$ cat config.mk
export PLATFORM = sky130hd
export DESIGN_NAME = wdtul_top
export DESIGN_NICKNAME = d
export VERILOG_FILES = /design/src/hdl/wdtul_pkg.sv /design/src/hdl/wdtul_sync.sv /design/src/hdl/wdtul_counter.sv /design/src/hdl/wdtul_top.sv
export VERILOG_INCLUDE_DIRS = /design/src /design/src/hdl
export SDC_FILE = /design/constraint.sdc
export NUM_CORES = 1
export LEC_CHECK = 0
export ABC_AREA = 0
export BUFFER_PORTS_ARGS = -buffer_cell sky130_fd_sc_hd__clkbuf_2
export CORE_MARGIN = 2
export CORE_UTILIZATION = 40
export DETAILED_ROUTE_END_ITERATION = 12
export PLACE_DENSITY = 0.69
export SETUP_SLACK_MARGIN = 0.05
export SLEW_MARGIN = 20
export SYNTH_ARGS = -nofsm -noshare
export SYNTH_HDL_FRONTEND = slang
export SYNTH_SLANG_ARGS = --single-unit
$ cat constraint.sdc
create_clock -name clk_sys -period 4.3 [get_ports clk_sys]
set_input_delay 0.86 -clock clk_sys [delete_from_list [all_inputs] [get_ports clk_sys]]
set_output_delay 0.86 -clock clk_sys [all_outputs]
set_load 0.01 [all_outputs]
$ cat src/hdl/wdtul_consts.svh
// offsets, field positions, reset values and timing counts for the watchdog
`ifndef WDTUL_CONSTS_SVH
`define WDTUL_CONSTS_SVH
`define WDTUL_OFF_CTL      12'hFF0
`define WDTUL_OFF_UPPER    12'hFF1
`define WDTUL_OFF_HIGH     12'hFF2
`define WDTUL_OFF_LOW      12'hFF3
`define WDTUL_OFF_STAT     12'hFF4
`define WDTUL_OFF_MASK     12'hFF5
`define WDTUL_OFF_OPT      12'hFF6
`define WDTUL_UNLOCK_1     8'h55
`define WDTUL_UNLOCK_2     8'hAA
`define WDTUL_RELOAD_RST   24'h000400
`define WDTUL_BIT_TMO      0
`define WDTUL_BIT_LOCKERR  1
`define WDTUL_OPT_RES_BIT  7
`define WDTUL_OPT_AO_BIT   6
`define WDTUL_OPT_ERASED   8'hFF
`define WDTUL_RST_TMO_BIT  5
`define WDTUL_TICK_DIV     16'd10000
`endif

$ cat src/hdl/wdtul_pkg.sv
// types shared by the watchdog design files
package wdtul_pkg;
  typedef enum logic [1:0] {
    WDTUL_LOCKED,
    WDTUL_HALF,
    WDTUL_OPEN
  } wdtul_lock_e;
endpackage

$ cat src/hdl/wdtul_sync.sv
// two-stage synchroniser for one level from outside the clock domain
`timescale 1ns/1ns
module wdtul_sync
(
  input  wire logic clk_sys, // system clock
  input  wire logic rst_n,   // active-low reset
  input  wire logic d,       // asynchronous level
  output logic      q        // synchronised level
);
  logic meta_reg;

  // first stage feeds only the second
  always_ff @(posedge clk_sys or negedge rst_n)
  begin
    if (!rst_n)
    begin
      meta_reg <= 1'b0;
      q        <= 1'b0;
    end
    else
    begin
      meta_reg <= d;
      q        <= meta_reg;
    end
  end
endmodule

$ cat src/hdl/wdtul_counter.sv
// watchdog down counter with reload and zero detection
`timescale 1ns/1ns
module wdtul_counter
#(
  parameter int W = 24 // counter width
)
(
  input  wire logic         clk_sys,  // system clock
  input  wire logic         rst_n,    // active-low reset
  input  wire logic         run,      // counting allowed
  input  wire logic         tick,     // watchdog clock tick
  input  wire logic         reload,   // refresh instruction
  input  wire logic [W-1:0] value,    // reload value
  output logic [W-1:0]      count,    // live count
  output logic              timeout   // one-cycle zero pulse
);
  // refuse widths the zero detector cannot serve
  if (W < 2)
  begin
    $error("counter width too small");
  end

  wire hit_zero = run && tick && (count == {{(W-1){1'b0}}, 1'b1});

  // reload wins over counting; a tick at one reloads and pulses, a count of zero holds
  always_ff @(posedge clk_sys or negedge rst_n)
  begin
    if (!rst_n)
    begin
      count   <= '1;
      timeout <= 1'b0;
    end
    else
    begin
      timeout <= hit_zero;
      if (reload || hit_zero)
        count <= value;
      else if (run && tick && count != '0)
        count <= count - {{(W-1){1'b0}}, 1'b1};
    end
  end
endmodule

$ cat src/hdl/wdtul_top.sv
// watchdog with unlock-guarded reload registers behind an apb slave
//
// Functional notes
// - Writing 55H then AAH to the control address unlocks the reload bytes.
// - Unlock writes only step the lock and change no stored control bit.
// - Control is write-only; reads there return the reset status.
// - The refresh instruction loads the 24-bit reload value into the count.
// - A permitted reload byte write updates that byte of the reload value.
// - Reading a reload byte returns that byte of the live count.
// - With the action bit 0, a time-out raises an interrupt request.
// - With the action bit 1 (erased default), a time-out resets the system.
// - With always-on 0 the watchdog runs from power-up and cannot stop.
// - Option bits come from the option byte and are captured again at every reset release.
//
// The implementer's own choice: the APB register port.
`include "wdtul_consts.svh"
`timescale 1ns/1ns
module wdtul_top
  import wdtul_pkg::*;
#(
  parameter logic [15:0] TICK_DIV = `WDTUL_TICK_DIV // sys clocks per tick
)
(
  input  wire logic        clk_sys,     // 100 MHz system clock
  input  wire logic        rstn,        // async active-low reset
  input  wire logic        psel,        // apb select
  input  wire logic        penable,     // apb enable
  input  wire logic        pwrite,      // apb direction
  input  wire logic [11:0] paddr,       // apb byte address
  input  wire logic [31:0] pwdata,      // apb write data
  input  wire logic [7:0]  option_byte, // non-volatile option byte pins
  input  wire logic        refresh_instruction, // refresh pulse from cpu
  input  wire logic        run_enable,  // software enable when not always on
  output logic [31:0]      prdata,      // apb read data
  output logic             pready,      // apb ready
  output logic             pslverr,     // apb error
  output logic             irq,         // level interrupt
  output logic             sys_reset_req // time-out reset request
);
  logic rst_s1_reg, rst_n;
  logic opt_res, opt_ao, refresh_s, enable_s;
  logic [7:0]  opt_reg;
  logic [7:0]  opt_s1_reg, opt_s2_reg;
  logic        opt_valid_reg;
  wdtul_lock_e lock_reg, lock_next;
  logic [23:0] reload_reg, reload_next;
  logic [1:0]  stat_reg, mask_reg;
  logic        tmo_rst_flag_reg;
  logic [15:0] div_reg;
  logic        tick;
  logic [23:0] count;
  logic        timeout;
  logic        ready_reg;

  // a zero divider would wrap and tick only every 65536 clocks
  if (TICK_DIV == 16'h0000)
  begin
    $error("tick divider must be nonzero");
  end

  // reset release through two flip-flops
  always_ff @(posedge clk_sys or negedge rstn)
  begin
    if (!rstn)
    begin
      rst_s1_reg <= 1'b0;
      rst_n      <= 1'b0;
    end
    else
    begin
      rst_s1_reg <= 1'b1;
      rst_n      <= rst_s1_reg;
    end
  end

  // pin inputs enter through synchronisers
  wdtul_sync u_sync_ref
  (
    .clk_sys (clk_sys),
    .rst_n   (rst_n),
    .d       (refresh_instruction),
    .q       (refresh_s)
  );
  wdtul_sync u_sync_en
  (
    .clk_sys (clk_sys),
    .rst_n   (rst_n),
    .d       (run_enable),
    .q       (enable_s)
  );

  // option byte pins pass two flip-flops first
  always_ff @(posedge clk_sys)
  begin
    opt_s1_reg <= option_byte;
    opt_s2_reg <= opt_s1_reg;
  end

  // option byte caught once after each reset release, held until the next reset
  always_ff @(posedge clk_sys)
  begin
    if (!opt_valid_reg)
      opt_reg <= opt_s2_reg;
  end
  always_ff @(posedge clk_sys or negedge rst_n)
  begin
    if (!rst_n)
      opt_valid_reg <= 1'b0;
    else
      opt_valid_reg <= 1'b1;
  end
  assign opt_res = opt_valid_reg ? opt_reg[`WDTUL_OPT_RES_BIT] : 1'b1;
  assign opt_ao  = opt_valid_reg ? opt_reg[`WDTUL_OPT_AO_BIT]  : 1'b1;

  // apb decode
  wire acc      = psel && penable && ready_reg;
  wire wr       = acc && pwrite;
  wire rd       = acc && !pwrite;
  wire hit_ctl  = paddr == `WDTUL_OFF_CTL;
  wire hit_u    = paddr == `WDTUL_OFF_UPPER;
  wire hit_h    = paddr == `WDTUL_OFF_HIGH;
  wire hit_l    = paddr == `WDTUL_OFF_LOW;
  wire hit_stat = paddr == `WDTUL_OFF_STAT;
  wire hit_mask = paddr == `WDTUL_OFF_MASK;
  wire hit_opt  = paddr == `WDTUL_OFF_OPT;
  wire mapped   = hit_ctl | hit_u | hit_h | hit_l | hit_stat | hit_mask
                | hit_opt;
  wire [7:0] wbyte = pwdata[7:0];
  wire reload_wr   = wr && (hit_u || hit_h || hit_l);
  wire unlocked    = lock_reg == WDTUL_OPEN;
  wire locked_wr   = reload_wr && !unlocked;
  wire running     = !opt_ao ? 1'b0 : enable_s;
  wire run         = !opt_ao || running;

  // unlock sequencer, control writes store nothing
  always_comb
  begin
    lock_next = lock_reg;
    if (wr && hit_ctl)
    begin
      case (lock_reg)
        WDTUL_LOCKED: lock_next = (wbyte == `WDTUL_UNLOCK_1) ?
                                  WDTUL_HALF : WDTUL_LOCKED;
        WDTUL_HALF:   lock_next = (wbyte == `WDTUL_UNLOCK_2) ?
                                  WDTUL_OPEN : WDTUL_LOCKED;
        WDTUL_OPEN:   lock_next = (wbyte == `WDTUL_UNLOCK_1) ?
                                  WDTUL_HALF : WDTUL_LOCKED;
        default:      lock_next = WDTUL_LOCKED;
      endcase
    end
    else if (reload_wr)
      lock_next = WDTUL_LOCKED;
  end

  // reload byte updates only while unlocked
  always_comb
  begin
    reload_next = reload_reg;
    if (reload_wr && unlocked)
    begin
      if (hit_u) reload_next[23:16] = wbyte;
      if (hit_h) reload_next[15:8]  = wbyte;
      if (hit_l) reload_next[7:0]   = wbyte;
    end
  end

  always_ff @(posedge clk_sys or negedge rst_n)
  begin
    if (!rst_n)
    begin
      lock_reg   <= WDTUL_LOCKED;
      reload_reg <= `WDTUL_RELOAD_RST;
    end
    else
    begin
      lock_reg   <= lock_next;
      reload_reg <= reload_next;
    end
  end

  // watchdog tick prescaler
  assign tick = div_reg == '0;
  always_ff @(posedge clk_sys or negedge rst_n)
  begin
    if (!rst_n)
      div_reg <= '0;
    else
      div_reg <= tick ? TICK_DIV - 16'd1 : div_reg - 16'd1;
  end

  wdtul_counter #(.W(24)) u_cnt
  (
    .clk_sys (clk_sys),
    .rst_n   (rst_n),
    .run     (run),
    .tick    (tick),
    .reload  (refresh_s),
    .value   (reload_reg),
    .count   (count),
    .timeout (timeout)
  );

  // sticky status, set wins over write-one clear
  wire [1:0] ev = {locked_wr, timeout && !opt_res};
  wire [1:0] clr = (wr && hit_stat) ? pwdata[1:0] : 2'b00;
  always_ff @(posedge clk_sys or negedge rst_n)
  begin
    if (!rst_n)
    begin
      stat_reg <= 2'b00;
      mask_reg <= 2'b00;
    end
    else
    begin
      stat_reg <= (stat_reg & ~clr) | ev;
      if (wr && hit_mask)
        mask_reg <= pwdata[1:0];
    end
  end

  // time-out reset request and its status flag, reset straight from rstn
  always_ff @(posedge clk_sys or negedge rstn)
  begin
    if (!rstn)
    begin
      sys_reset_req    <= 1'b0;
      tmo_rst_flag_reg <= 1'b0;
    end
    else
    begin
      sys_reset_req <= timeout && opt_res;
      if (timeout && opt_res)
        tmo_rst_flag_reg <= 1'b1;
      else if (rd && hit_ctl)
        tmo_rst_flag_reg <= 1'b0;
    end
  end

  // read mux: control address shows reset status, reload shows count
  wire [7:0] rst_stat = {2'b00, tmo_rst_flag_reg, 5'b00000};
  wire [7:0] rsel =
      hit_ctl  ? rst_stat :
      hit_u    ? count[23:16] :
      hit_h    ? count[15:8]  :
      hit_l    ? count[7:0]   :
      hit_stat ? {6'b000000, stat_reg} :
      hit_mask ? {6'b000000, mask_reg} :
      hit_opt  ? opt_reg : 8'h00;

  // one wait state per access, registered outputs
  always_ff @(posedge clk_sys or negedge rst_n)
  begin
    if (!rst_n)
    begin
      ready_reg <= 1'b0;
      pready    <= 1'b0;
      pslverr   <= 1'b0;
      prdata    <= 32'h0000_0000;
      irq       <= 1'b0;
    end
    else
    begin
      ready_reg <= psel && penable && !ready_reg;
      pready    <= psel && penable && !ready_reg;
      pslverr   <= psel && penable && !ready_reg && !mapped;
      prdata    <= (psel && penable && !ready_reg && !pwrite) ?
                   {24'h000000, rsel} : 32'h0000_0000;
      irq       <= |((stat_reg | ev) & mask_reg);
    end
  end

  // checks
  property p_unlock_seq;
    @(posedge clk_sys) disable iff (!rst_n)
    (wr && hit_ctl && wbyte == `WDTUL_UNLOCK_2 && lock_reg == WDTUL_HALF)
      |=> lock_reg == WDTUL_OPEN;
  endproperty
  a_unlock_seq: assert property (p_unlock_seq)
    else $error("unlock sequence did not open");

  property p_locked_keep;
    @(posedge clk_sys) disable iff (!rst_n)
    locked_wr |=> reload_reg == $past(reload_reg);
  endproperty
  a_locked_keep: assert property (p_locked_keep)
    else $error("locked reload write changed value");

  property p_ctl_nostore;
    @(posedge clk_sys) disable iff (!rst_n)
    (wr && hit_ctl) |=> $stable(reload_reg) && $stable(mask_reg);
  endproperty
  a_ctl_nostore: assert property (p_ctl_nostore)
    else $error("control write changed stored bits");

  property p_reload_load;
    @(posedge clk_sys) disable iff (!rst_n)
    refresh_s |=> count == $past(reload_reg);
  endproperty
  a_reload_load: assert property (p_reload_load)
    else $error("refresh did not load count");

  property p_byte_upd;
    @(posedge clk_sys) disable iff (!rst_n)
    (wr && hit_l && unlocked) |=> reload_reg[7:0] == $past(wbyte);
  endproperty
  a_byte_upd: assert property (p_byte_upd)
    else $error("low reload byte not updated");

  property p_read_count;
    @(posedge clk_sys) disable iff (!rst_n)
    (psel && penable && !ready_reg && !pwrite && hit_h)
      |=> prdata[7:0] == $past(count[15:8]);
  endproperty
  a_read_count: assert property (p_read_count)
    else $error("reload read not live count");

  property p_ctl_read;
    @(posedge clk_sys) disable iff (!rst_n)
    (psel && penable && !ready_reg && !pwrite && hit_ctl)
      |=> prdata[`WDTUL_RST_TMO_BIT] == $past(tmo_rst_flag_reg);
  endproperty
  a_ctl_read: assert property (p_ctl_read)
    else $error("control read did not return reset status");

  property p_tmo_irq;
    @(posedge clk_sys) disable iff (!rst_n)
    (timeout && !opt_res) |=> stat_reg[`WDTUL_BIT_TMO];
  endproperty
  a_tmo_irq: assert property (p_tmo_irq)
    else $error("time-out interrupt not flagged");

  property p_tmo_rst;
    @(posedge clk_sys) disable iff (!rst_n)
    (timeout && opt_res) |=> sys_reset_req;
  endproperty
  a_tmo_rst: assert property (p_tmo_rst)
    else $error("time-out reset not requested");

  property p_always_on;
    @(posedge clk_sys) disable iff (!rst_n)
    (!opt_ao && tick && !refresh_s && count > 24'h000001)
      |=> count == $past(count) - 24'h000001;
  endproperty
  a_always_on: assert property (p_always_on)
    else $error("always-on watchdog stopped");

  property p_opt_hold;
    @(posedge clk_sys) disable iff (!rst_n)
    opt_valid_reg && $past(opt_valid_reg) |-> $stable(opt_reg);
  endproperty
  a_opt_hold: assert property (p_opt_hold)
    else $error("option byte changed");
endmodule

==> results by stage, run 1 <==
Timing:
- Setup violations remaining at the end of the flow were counted as 0.
- Setup repair after global routing left no endpoint under its margin.
- Derived from the worst setup path, the maximum achievable clock frequency is 0.361 GHz.
- The count of pins over their slew limit is 0.
- Dividing the final minimum period by the clock period gives 64.3%.
- The measured slew at the worst slew-check pin is 0.914 ns.
- The count of final hold-check violations is 0.
- Subtracting the final worst setup slack from the clock period gives 2.77 ns.
- The total negative slack is 0 ns.
- In this run the tightest slew margin relative to its limit is 39.0%.
- On the final layout, the worst clock skew is 0.00657 ns.

Worst setup path:
- STA classifies the critical path startpoint as a flip-flop.
- Tracing the worst setup path back leads to its startpoint at u_cnt.count[2].
- The data required time of the worst path is 4.60 ns.
- For the worst setup path, the data arrival time is 3.07 ns.
- The largest driver fanout on the critical path is 20.
- The sort of element at the end of the critical path is a flip-flop.
- The startpoint of the worst register-to-register path is u_cnt.count[2].
- The worst setup path is of the flip-flop to flip-flop kind.

Floorplanning:
- The placeable core area is 0.0133 mm^2.
- Row generation in the floorplan step produced 42 rows.
- The die covers 0.0146 mm^2.
- The initial core utilization is 41.0%.
- The I/O pin total is 95.
- The height of the die is 121 um.
- The die is 121 um wide.

CTS:
- Clock-pin slew was measured on the worst setup and hold paths at 0.05 ns.
- Post-CTS timing repair inserted 0 buffers for setup.
- In this run, post-CTS repair resized a total of 0 instances.
- The maximum level of the CTS H-tree is 4.
- The number of sinks handled by clock tree synthesis is 115.
- Clock tree synthesis inserted a total of 17 buffers.
- The CTS tree is done.
- No sink is reached through more buffers than the 2 on the longest clock path.
- The later-pin clock latency in the skew report is 0.41 ns.
- The root cell of the clock tree is sky130_fd_sc_hd__clkbuf_16.
- In this run, post-CTS hold repair placed 0 buffers.

Global routing:
- The number of antenna violations at the first check in global routing came to 0.
- Summed over all layers, the global routing overflow is 0.
- The via count of the first global-routing pass was 4040.
- The first-pass GRT wire length is 20.9 mm.
- The maximum number of pins on one net before global-route repair is 53.
- Global routing used 18.6% of the available tracks across all layers.

Route:
- The post-detailed-route count of antenna-violating nets is 0.
- The via total after detailed routing is 4018.
- The detailed-route wire length is 12.8 mm.
- For this block, the initial DRC count from the detailed router was 237.
- The first detailed-routing pass ran for 4 iterations.
- The per-cell via count in the routed design is 5.48.
- The post-route DRC violation count is 0.
- Dividing the detail-routed wire length by the instance count gives 17.5 um.

Pwr:
- The leakage power total is 2.67 nW.
- The power density over cell area is 441 mW/mm^2.
- The worst-case vdd ir drop is 0.264 mV.

Cells and area:
- The final-stage net count is 608.
- The layout cell share with drive strength beyond 1 is 26.4%.
- The post-layout utilization of the core is 48.1%.
- The repair_antennas step left the layout with diodes totalling 0.
- The signed area change from the synthesized netlist to the final layout is 17.2%.

Synthesis:
- Among all flip-flop cells after synthesis, the most frequent one is sky130_fd_sc_hd__dfrtp_1.
- Of all flip-flops after synthesis, the portion carrying an async set or reset was 79.1%.
- Yosys instantiated no cell more often than sky130_fd_sc_hd__dfrtp_1.
- The number of cells produced by synthesis is 496.
- Summed over all instances, the cell type with the most area after synthesis is sky130_fd_sc_hd__dfrtp_1.
- The count of synthesis-stage warnings from yosys is 0.
- The synthesized design devotes to its leading area cell type 30.3% of total area.
- In the synthesized netlist, the cells that appear most often are sky130_fd_sc_hd__dfrtp_1, sky130_fd_sc_hd__nand2_1, sky130_fd_sc_hd__a21oi_1, sky130_fd_sc_hd__mux2_2.
- Synthesis inferred 115 register bits.
- The cell area after technology mapping is 0.00545 mm^2.
- In the post-synthesis netlist, the biggest area contributors are sky130_fd_sc_hd__dfrtp_1, sky130_fd_sc_hd__dfstp_2, sky130_fd_sc_hd__mux2_2.
- The number of distinct library cells after synthesis is 63.
- The fraction of the yosys area taken by sequential cells is 52.6%.
- The synthesized area per cell is 11.0 um^2.
- The number of enable-type register cells in the synthesized netlist is 8.

Placed design:
- The placed wire-length estimate is 9.08 mm.
- During placement, the flow inserted port buffers numbering 46.
- Routability-driven placement finished with a final weighted congestion of 0.854.

Worst hold path:
- The min-delay analysis places its worst path in the category input pin to asynchronous set/reset pin.

Run:
- The number of maximum-capacitance constraint violations is 0.

Outcome:
- The flow ran to the end, and the final reports show no timing, DRC or antenna violations.
per-layer routing:
metal / GRT usage, % / up-vias / share of wire, %
met5: 0 / - / 0
met4: 6.40 / 0 / 1.1
met3: 6.18 / 14 / 7.4
met2: 29.1 / 145 / 47
met1: 24.3 / 1975 / 45
li1: - / 1884 / -
path summary, 6_finish.rpt:
| check | end | slack, ns | cells after the start |
|---|---|---|---|
| min in group clk_sys | opt_s2_reg[6] | 0.32 | 0 |
| worst max register to register | u_cnt.count[12] | 1.53 | 5 |
| worst min register to register | opt_s2_reg[6] | 0.32 | 0 |
| max in group asynchronous | reload_reg[10] | 2.96 | 1 |
| worst max-delay path | u_cnt.count[12] | 1.53 | 5 |
| worst min-delay path | sys_reset_req | 0.24 | 1 |
worst max-delay path, cell delays in order (launching register included):
cell and delay, ns:
sky130_fd_sc_hd__dfstp_2 0.40, sky130_fd_sc_hd__nor3_1 0.48, sky130_fd_sc_hd__nand4_2 0.35, sky130_fd_sc_hd__or4_1 0.94, sky130_fd_sc_hd__a21oi_1 0.41, sky130_fd_sc_hd__a31oi_1 0.07
power breakdown:
part	switching, mW	internal [mW]
clock network	0.471	1.03
registers	0.0403	1.14
logic	0.0912	0.0491
area by class of cell:
cell class	count	area (um^2)
Sequential cell	115	2870
Timing Repair Buffer	48	245
Inverter	11	41.3
Multi-Input combinational cell	351	2370
Fill cell	1182	6910
Clock buffer	24	493
Tap cell	176	220
Clock inverter	8	146
cell families after synthesis:
family / after synthesis / share of synthesized area (%)
fa+ha+maj: 5 / 1.15
simple gates: 159 / 17.2
buf+inv: 54 / 5.55
compound gates: 110 / 13.6
other cells: 2 / 0.138
mux: 38 / 7.66
xor+xnor: 13 / 2.09
flops: 115 / 52.6
metrics by stage:
| stage | instance area (um^2) | total power [mW] | hold WS, ns | setup slack, ns | cells |
|---|---|---|---|---|---|
| after detailed placement | 5750 | 1.33 | 0.314 | 1.29 | 701 |
| after global placement | 5750 | 1.33 | 0.310 | 1.34 | 701 |
| final | 6390 | 2.82 | 0.243 | 1.53 | 733 |
| after floorplan | 5540 | 1.29 | 0.310 | 1.64 | 520 |
| after global routing | 6390 | 2.91 | 0.243 | 1.32 | 733 |
| after CTS | 6390 | 2.83 | 0.232 | 1.58 | 733 |
placed cells by master (no fill, tap or decap), types with 17 or more instances in the layout:
| master | instances |
|---|---|
| sky130_fd_sc_hd__dfrtp_1 | 65 |
| sky130_fd_sc_hd__conb_1 | 26 |
| sky130_fd_sc_hd__clkbuf_16 | 18 |
| sky130_fd_sc_hd__nand2_1 | 34 |
| sky130_fd_sc_hd__mux2_2 | 30 |
| sky130_fd_sc_hd__a31oi_1 | 18 |
| sky130_fd_sc_hd__clkbuf_2 | 46 |
| sky130_fd_sc_hd__dfstp_2 | 25 |
| sky130_fd_sc_hd__or3_1 | 17 |
| sky130_fd_sc_hd__nor2_1 | 25 |
| sky130_fd_sc_hd__a21oi_1 | 31 |
(Power assumes the default switching activity.)
==> inputs of run 2 (changes only) <==
Clock period 4.3 ns to 2.58 ns, I/O delays scaled along.
==> results by stage, run 2 (synthesis gave the netlist of run 1 again) <==
Floorplanning:
- The cell row count is 42 (unchanged).
- The height of the die is 121 um (unchanged).
- The die outline area is 0.0146 mm^2 (unchanged).
- The placeable core area came to 0.0133 mm^2 (unchanged).
- The initial core utilization was 41.0% (unchanged).
- The I/O pin total is 95 (unchanged).
- The horizontal die dimension is 121 um (unchanged).

Cells and area:
- The most frequent standard cell in the layout excluding fill and tap cells is sky130_fd_sc_hd__dfrtp_1 (unchanged).
- The final-stage net count was 625 (was 608).
- Highest-count cells in the layout ignoring fill and taps: sky130_fd_sc_hd__dfrtp_1, sky130_fd_sc_hd__clkbuf_2, sky130_fd_sc_hd__nand2_1, sky130_fd_sc_hd__a21oi_1, sky130_fd_sc_hd__mux2_2 (unchanged).
- The number of antenna cells inserted came to 0 (unchanged).
- The signed area change from the synthesized netlist to the final layout was 19.7% (was 17.2%).
- The layout cell share with drive strength beyond 1 is 29.1% (was 26.4%).

Pwr:
- The power density over cell area is 712 mW/mm^2 (was 441 mW/mm^2).
- The leakage power total is 2.74 nW (was 2.67 nW).
- The worst-case vdd ir drop is 0.449 mV (was 0.264 mV).
- The overall power of the completed layout was 4.65 mW (was 2.82 mW).

Worst setup path:
- The sort of element at the end of the critical path is a flip-flop (unchanged).
- The largest driver fanout on the critical path is 20 (unchanged).
- The critical path startpoint category is a flip-flop (unchanged).
- The kind of critical path is flip-flop to flip-flop (unchanged).
- The data required time of the worst path is 2.90 ns (was 4.60 ns).
- The arrival time reported for the critical path endpoint came to 2.69 ns (was 3.07 ns).

Global routing:
- The number of antenna violations at the first check in global routing is 0 (unchanged).
- The first-pass GRT wire length is 21.3 mm (was 20.9 mm).
- The residual overflow from global routing is 0 (unchanged).
- The maximum number of pins on one net before global-route repair was 48 (was 53).
- The overall global routing resource usage is 19.0% (was 18.6%).
- The via count of the first global-routing pass is 4121 (was 4040).

Timing:
- The total negative slack is 0 ns (unchanged).
- The count of final hold-check violations was 0 (unchanged).
- The period utilization is 92.0% (was 64.3%).
- The post-layout minimum cycle time is 2.37 ns (was 2.77 ns).
- The count of pins over their slew limit was 0 (unchanged).
- The measured slew at the worst slew-check pin was 0.575 ns (was 0.914 ns).
- RSZ-0062 raised after global routing: yes (was no).
- The maximum achievable frequency came to 0.421 GHz (was 0.361 GHz).
- The setup violation total in the final timing report was 0 (unchanged).
- The relative slew slack is 61.6% (was 39.0%).
- The worst clock skew was 0.0152 ns (was 0.00657 ns).

Route:
- The average wire per cell in the routed design is 17.3 um (was 17.5 um).
- The via total after detailed routing came to 4189 (was 4018).
- The per-cell via count in the routed design is 5.59 (was 5.48).
- The detailed-route wire length is 13.0 mm (was 12.8 mm).
- The post-detailed-route count of antenna-violating nets is 0 (unchanged).
- The count of routing violations after the opening detailed-route iteration was 490 (was 237).
- The post-route DRC violation count is 0 (unchanged).
- The length of the first detailed-routing pass in iterations is 5 (was 4).

CTS:
- The maximum level of the CTS H-tree is 4 (unchanged).
- The later-pin clock latency in the skew report is 0.42 ns (was 0.41 ns).
- The CTS tree is done (unchanged).
- The register clock-pin slew on the reported worst setup and hold paths is 0.06 ns (was 0.05 ns).
- The number of sinks handled by clock tree synthesis is 115 (unchanged).
- The maximum buffer depth of the clock tree is 2 (unchanged).
- The root cell of the clock tree was sky130_fd_sc_hd__clkbuf_16 (unchanged).
- The total CTS buffers was 17 (unchanged).

Placed design:
- The count of port buffers added during placement was 46 (unchanged).
- The placed wire-length estimate is 9.26 mm (was 9.08 mm).
- The placer congestion estimate is 0.896 (was 0.854).

Run:
- The number of maximum-capacitance constraint violations is 0 (unchanged).

Outcome:
- Run status: finished, final reports clean (unchanged).

Worst hold path:
- The class of the most critical hold timing path is input pin to flip-flop (was input pin to asynchronous set/reset pin).
## run 2: cell count changes in the layout (fill, tap and decap cells not counted), moves of 2 or more
cell,delta
sky130_fd_sc_hd__clkbuf_1,-2
sky130_fd_sc_hd__inv_6,+2
sky130_fd_sc_hd__buf_4,+15
sky130_fd_sc_hd__clkinvlp_4,+2
## run 2: through the flow
step / instances / setup WS (ns) / utilization, % / hold slack (ns) / instance area [um^2]
after floorplan: 520 / 0.268 / - / 0.220 / 5540
after global placement: 717 / 0.0456 / 44.3 / 0.311 / 5880
after detailed placement: 717 / 0.00172 / 44.3 / 0.317 / 5880
after CTS: 750 / 0.136 / 49.0 / 0.191 / 6510
after global routing: 750 / 0.0336 / 49.1 / 0.182 / 6530
final: 750 / 0.207 / 49.1 / 0.199 / 6530
## run 2: what timing repair did
| item | 4_1_cts | 5_1_grt |
|---|---|---|
| resized for setup | 0 | 2 |
| hold endpoints to repair | 4 | 0 |
| hold buffers | 1 | 0 |
| endpoints found under the setup margin | 0 | 23 |
| buffers inserted | 0 | 0 |
## run 2: routing by layer
metal	share of wire [%]	wire length, um	vias to the layer above	GRT usage [%]
met1	44	5670	2065	25.8
met4	1.1	143	0	5.74
met5	0	0	-	0
met3	7.1	927	13	5.57
met2	48	6220	182	29.6
li1	-	-	1929	-
## run 2: area by class of cell
cell class	instances	area [um^2]
Clock buffer	21	472
Multi-Input combinational cell	351	2380
Tap cell	176	220
Timing Repair Buffer	65	388
Sequential cell	115	2870
Fill cell	1195	6770
Inverter	11	41.3
Clock inverter	11	149
## run 2: worst max-delay path, stage by stage, from the launching register on
cell	delay, ns
sky130_fd_sc_hd__dfstp_2	0.39
sky130_fd_sc_hd__nor3_1	0.46
sky130_fd_sc_hd__nand4b_1	0.26
sky130_fd_sc_hd__or4_1	0.57
sky130_fd_sc_hd__buf_4	0.23
sky130_fd_sc_hd__a21oi_1	0.29
sky130_fd_sc_hd__a31oi_1	0.07
## run 2: power by group
part           internal (mW)  switching (mW)  total [mW]
Combinational         0.0907           0.156       0.247
Clock                   1.60           0.837        2.44
Sequential              1.89          0.0659        1.96
Total                   3.59            1.06        4.65
## run 2: worst paths after layout
path                       slack (ns)         endpoint  cells past startpoint       startpoint
setup / recovery                 0.21  u_cnt.count[13]                      6  u_cnt.count[17]
hold / removal                   0.20    opt_s1_reg[1]                      1   option_byte[1]
setup reg to reg                 0.21  u_cnt.count[13]                      6  u_cnt.count[17]
hold reg to reg                  0.33        prdata[6]                      0            rst_n
max in group asynchronous        1.53   reload_reg[10]                      1            rst_n
min in group asynchronous        0.33        prdata[6]                      0            rst_n
==> inputs of run 3 (changes only) <==
Settings changed: ABC_AREA 0 to 1.
==> results by stage, run 3 <==
Synthesis:
- The adder-cell share of the synthesized area is 1.07% (was 1.15%).
- The combinational family with the most area after synthesis is simple AND/OR/NAND/NOR gates (unchanged).
- The simple-gate portion of the synthesized area is 30.0% (was 17.2%).
- The compound-gate portion of the synthesized area was 5.39% (was 13.6%).
- The number of distinct library cells after synthesis came to 40 (was 63).
- The dominant register cell in the synthesized netlist is sky130_fd_sc_hd__dfrtp_1 (unchanged).
- The proportion of synthesized area in mux cells was 1.37% (was 7.66%).
- The xor and xnor fraction of the mapped netlist area is 3.74% (was 2.09%).
- Top cells by instance count after synthesis: sky130_fd_sc_hd__nand2_1, sky130_fd_sc_hd__nand3_1, sky130_fd_sc_hd__inv_1, sky130_fd_sc_hd__nor2_1, sky130_fd_sc_hd__dfrtp_1 (was sky130_fd_sc_hd__dfrtp_1, sky130_fd_sc_hd__nand2_1, sky130_fd_sc_hd__a21oi_1, sky130_fd_sc_hd__mux2_2).
- The most frequently used cell type in the post-synthesis netlist is sky130_fd_sc_hd__nand2_1 (was sky130_fd_sc_hd__dfrtp_1).
- The count of state elements after synthesis came to 115 (unchanged).
- The synthesized area per cell came to 8.31 um^2 (was 11.0 um^2).
- The fraction of synthesized cell area taken by the top area cell type is 28.2% (was 30.3%).
- The number of enable-type register cells in the synthesized netlist is 8 (unchanged).
- The number of cells produced by synthesis is 704 (was 496).
- The share of synthesized flip-flops with an asynchronous set or reset is 79.1% (unchanged).
- The fraction of the yosys area taken by sequential cells was 49.0% (was 52.6%).
- Biggest area contributors in the synthesized netlist: sky130_fd_sc_hd__dfrtp_1, sky130_fd_sc_hd__dfstp_2, sky130_fd_sc_hd__nand2_1 (was sky130_fd_sc_hd__dfrtp_1, sky130_fd_sc_hd__dfstp_2, sky130_fd_sc_hd__mux2_2).
- The cell area after technology mapping is 0.00585 mm^2 (was 0.00545 mm^2).
- The count of synthesis-stage warnings from yosys is 0 (unchanged).
- The library cell occupying the most area in the post-synthesis netlist is sky130_fd_sc_hd__dfrtp_1 (unchanged).

CTS:
- The total CTS buffers was 17 (unchanged).
- The post-CTS repair timing setup buffer count is 0 (unchanged).
- The register clock-pin slew on the reported worst setup and hold paths is 0.05 ns (was 0.06 ns).
- The number of sinks handled by clock tree synthesis is 115 (unchanged).
- The CTS tree is done (unchanged).
- The later-pin clock latency in the skew report came to 0.42 ns (about the same).
- The quantity of hold-fixing buffers added after cts is 1 (unchanged).
- The maximum buffer depth of the clock tree is 2 (unchanged).
- The post-CTS resize count is 0 (unchanged).
- The root cell of the clock tree is sky130_fd_sc_hd__clkbuf_16 (unchanged).
- The maximum level of the CTS H-tree came to 4 (unchanged).

Global routing:
- The first-pass GRT wire length is 21.9 mm (was 21.3 mm).
- The overall global routing resource usage is 17.7% (was 19.0%).
- The residual overflow from global routing was 0 (unchanged).
- The via count of the first global-routing pass is 4487 (was 4121).
- The number of antenna violations at the first check in global routing was 0 (unchanged).
- The maximum number of pins on one net before global-route repair came to 59 (was 48).

Floorplanning:
- The cell row count is 44 (was 42).
- The die outline area is 0.0156 mm^2 (was 0.0146 mm^2).
- The horizontal die dimension came to 125 um (was 121 um).
- The placeable core area is 0.0144 mm^2 (was 0.0133 mm^2).
- The height of the die is 125 um (was 121 um).
- The I/O pin total was 95 (unchanged).
- The initial core utilization came to 40.6% (was 41.0%).

Route:
- The per-cell via count in the routed design is 4.85 (was 5.59).
- The length of the first detailed-routing pass in iterations was 7 (was 5).
- The total length of routed met2 wires came to 6.11 mm (was 6.22 mm).
- The count of routing violations after the opening detailed-route iteration came to 368 (was 490).
- The post-detailed-route count of antenna-violating nets was 0 (unchanged).
- The average wire per cell in the routed design is 13.8 um (was 17.3 um).
- The detailed-route wire length came to 13.3 mm (was 13.0 mm).
- The post-route DRC violation count came to 0 (unchanged).
- The met3 layer wire length in the routed design is 578 um (was 927 um).
- The met1 wire length is 6.21 mm (was 5.67 mm).
- The via total after detailed routing is 4654 (was 4189).
- The top layer used by detailed routing is met4 (unchanged).

Cells and area:
- The final-stage net count came to 827 (was 625).
- The cell area after layout came to 0.00675 mm^2 (was 0.00653 mm^2).
- The most frequent standard cell in the layout excluding fill and tap cells is sky130_fd_sc_hd__nand2_1 (was sky130_fd_sc_hd__dfrtp_1).
- The number of antenna cells inserted is 0 (unchanged).
- Highest-count cells in the layout ignoring fill and taps: sky130_fd_sc_hd__nand2_1, sky130_fd_sc_hd__nand3_1, sky130_fd_sc_hd__inv_1, sky130_fd_sc_hd__nor2_1, sky130_fd_sc_hd__dfrtp_1 (was sky130_fd_sc_hd__dfrtp_1, sky130_fd_sc_hd__clkbuf_2, sky130_fd_sc_hd__nand2_1, sky130_fd_sc_hd__a21oi_1, sky130_fd_sc_hd__mux2_2).
- The layout cell share with drive strength beyond 1 came to 17.9% (was 29.1%).
- The signed area change from the synthesized netlist to the final layout was 15.4% (was 19.7%).

Timing:
- The count of final hold-check violations is 0 (unchanged).
- The relative slew slack came to 26.7% (was 61.6%).
- The period utilization is 86.2% (was 92.0%).
- The total negative slack is 0 ns (unchanged).
- The measured slew at the worst slew-check pin is 1.09 ns (was 0.575 ns).
- The worst clock skew is 0.00829 ns (was 0.0152 ns).
- The post-layout minimum cycle time is 2.22 ns (was 2.37 ns).
- RSZ-0062 raised after global routing: no (was yes).
- The count of pins over their slew limit came to 0 (unchanged).
- The setup violation total in the final timing report is 0 (unchanged).
- The maximum achievable frequency was 0.450 GHz (was 0.421 GHz).

Pwr:
- The worst-case vdd ir drop is 0.455 mV (was 0.449 mV).
- The power density over cell area is 621 mW/mm^2 (was 712 mW/mm^2).
- The leakage power total is 3.44 nW (was 2.74 nW).

Worst setup path:
- The arrival time reported for the critical path endpoint came to 2.57 ns (was 2.69 ns).
- The cell with the largest stage delay on the worst path is sky130_fd_sc_hd__nor2_1 (was sky130_fd_sc_hd__or4_1).
- The critical path startpoint category is a flip-flop (unchanged).
- The kind of critical path is flip-flop to flip-flop (unchanged).
- The largest driver fanout on the critical path is 12 (was 20).
- The data required time of the worst path is 2.93 ns (was 2.90 ns).
- The sort of element at the end of the critical path is a flip-flop (unchanged).
- Ordered list of cells on the worst path: nor2_1, nand2_1, nor2_4, nand3_1, nor2_1, nor2_1, nand3_1, nand3_1 (was nor3_1, nand4b_1, or4_1, buf_4, a21oi_1, a31oi_1).
- The peak per-stage delay on the critical path is 0.82 ns (was 0.57 ns).

Placed design:
- The placed instance area is 0.00619 mm^2 (was 0.00588 mm^2).
- The placer congestion estimate is 0.899 (was 0.896).
- The count of port buffers added during placement is 46 (unchanged).
- The placed wire-length estimate is 9.70 mm (was 9.26 mm).

Run:
- The number of maximum-capacitance constraint violations is 0 (unchanged).

Worst hold path:
- The class of the most critical hold timing path is input pin to flip-flop (unchanged).

Outcome:
- Run status: finished, final reports clean (unchanged).
run 3: cell types whose count changed after synthesis, sizes merged, moves of 9 or more:
cell | previous run | this run
o21ai | 16 | 38
a21oi | 31 | 15
xor2 | 4 | 18
o31ai | 9 | 0
nor2 | 25 | 85
clkbuf | 11 | 1
inv | 11 | 72
nand3 | 9 | 105
or3 | 17 | 1
mux2 | 30 | 0
or4 | 10 | 0
a31oi | 18 | 0
nand2 | 34 | 159
run 3: metal layers:
metal,vias up,GRT usage (%)
met2,124,27.8
met1,2152,23.0
met4,0,8.24
met3,27,4.66
li1,2351,-
met5,-,0
run 3: kinds of logic (layout without fill, tap and decap cells):
kind of cell | after synthesis | in the layout
simple gates | 381 | 381
flops | 115 | 115
buf+inv | 109 | 157
compound gates | 59 | 59
xor+xnor | 25 | 25
mux | 8 | 8
fa+ha+maj | 5 | 5
other cells | 2 | 26
run 3: area by class of cell:
| type | count | area [um^2] |
|---|---|---|
| fillers | 1455 | 7670 |
| flip-flops and latches | 115 | 2870 |
| multi-input cells | 504 | 2530 |
| clock buffers | 22 | 464 |
| repair buffers | 53 | 298 |
| inverters | 72 | 270 |
| well taps | 184 | 230 |
| clock inverters | 10 | 86.3 |
run 3: per-stage QoR:
step	setup WS, ns	hold slack (ns)	cells	utilization, %	total power, mW
6_report	0.356	0.198	960	46.8	4.19
3_3_place_gp	0.403	0.273	927	42.9	2.04
3_5_place_dp	0.394	0.276	927	42.9	2.04
5_1_grt	0.227	0.178	960	46.8	4.34
4_1_cts	0.374	0.180	960	46.8	4.23
2_1_floorplan	0.969	0.220	728	-	2.00
run 3: worst paths after layout:
check	from	to	slack, ns	cells after the start
min reg2reg	rst_n	prdata[7]	0.25	0
max reg2reg	u_cnt.count[13]	u_cnt.count[0]	0.36	8
max in group asynchronous	rst_n	u_cnt.count[18]	1.63	1
min	option_byte[0]	opt_s1_reg[0]	0.20	1
max	u_cnt.count[13]	u_cnt.count[0]	0.36	8
min in group asynchronous	rst_n	prdata[7]	0.25	0
run 3: report_power, final:
group          switching [mW]  total, mW  internal (mW)
sequential             0.0173       1.87           1.85
combinational          0.0982      0.138         0.0398
clock                   0.821       2.19           1.36
total                   0.937       4.19           3.25
run 3: critical path: cells and delay by family (launching register included):
family,cells,cell delay [ns]
simple gates,8,1.53
flops,1,0.61
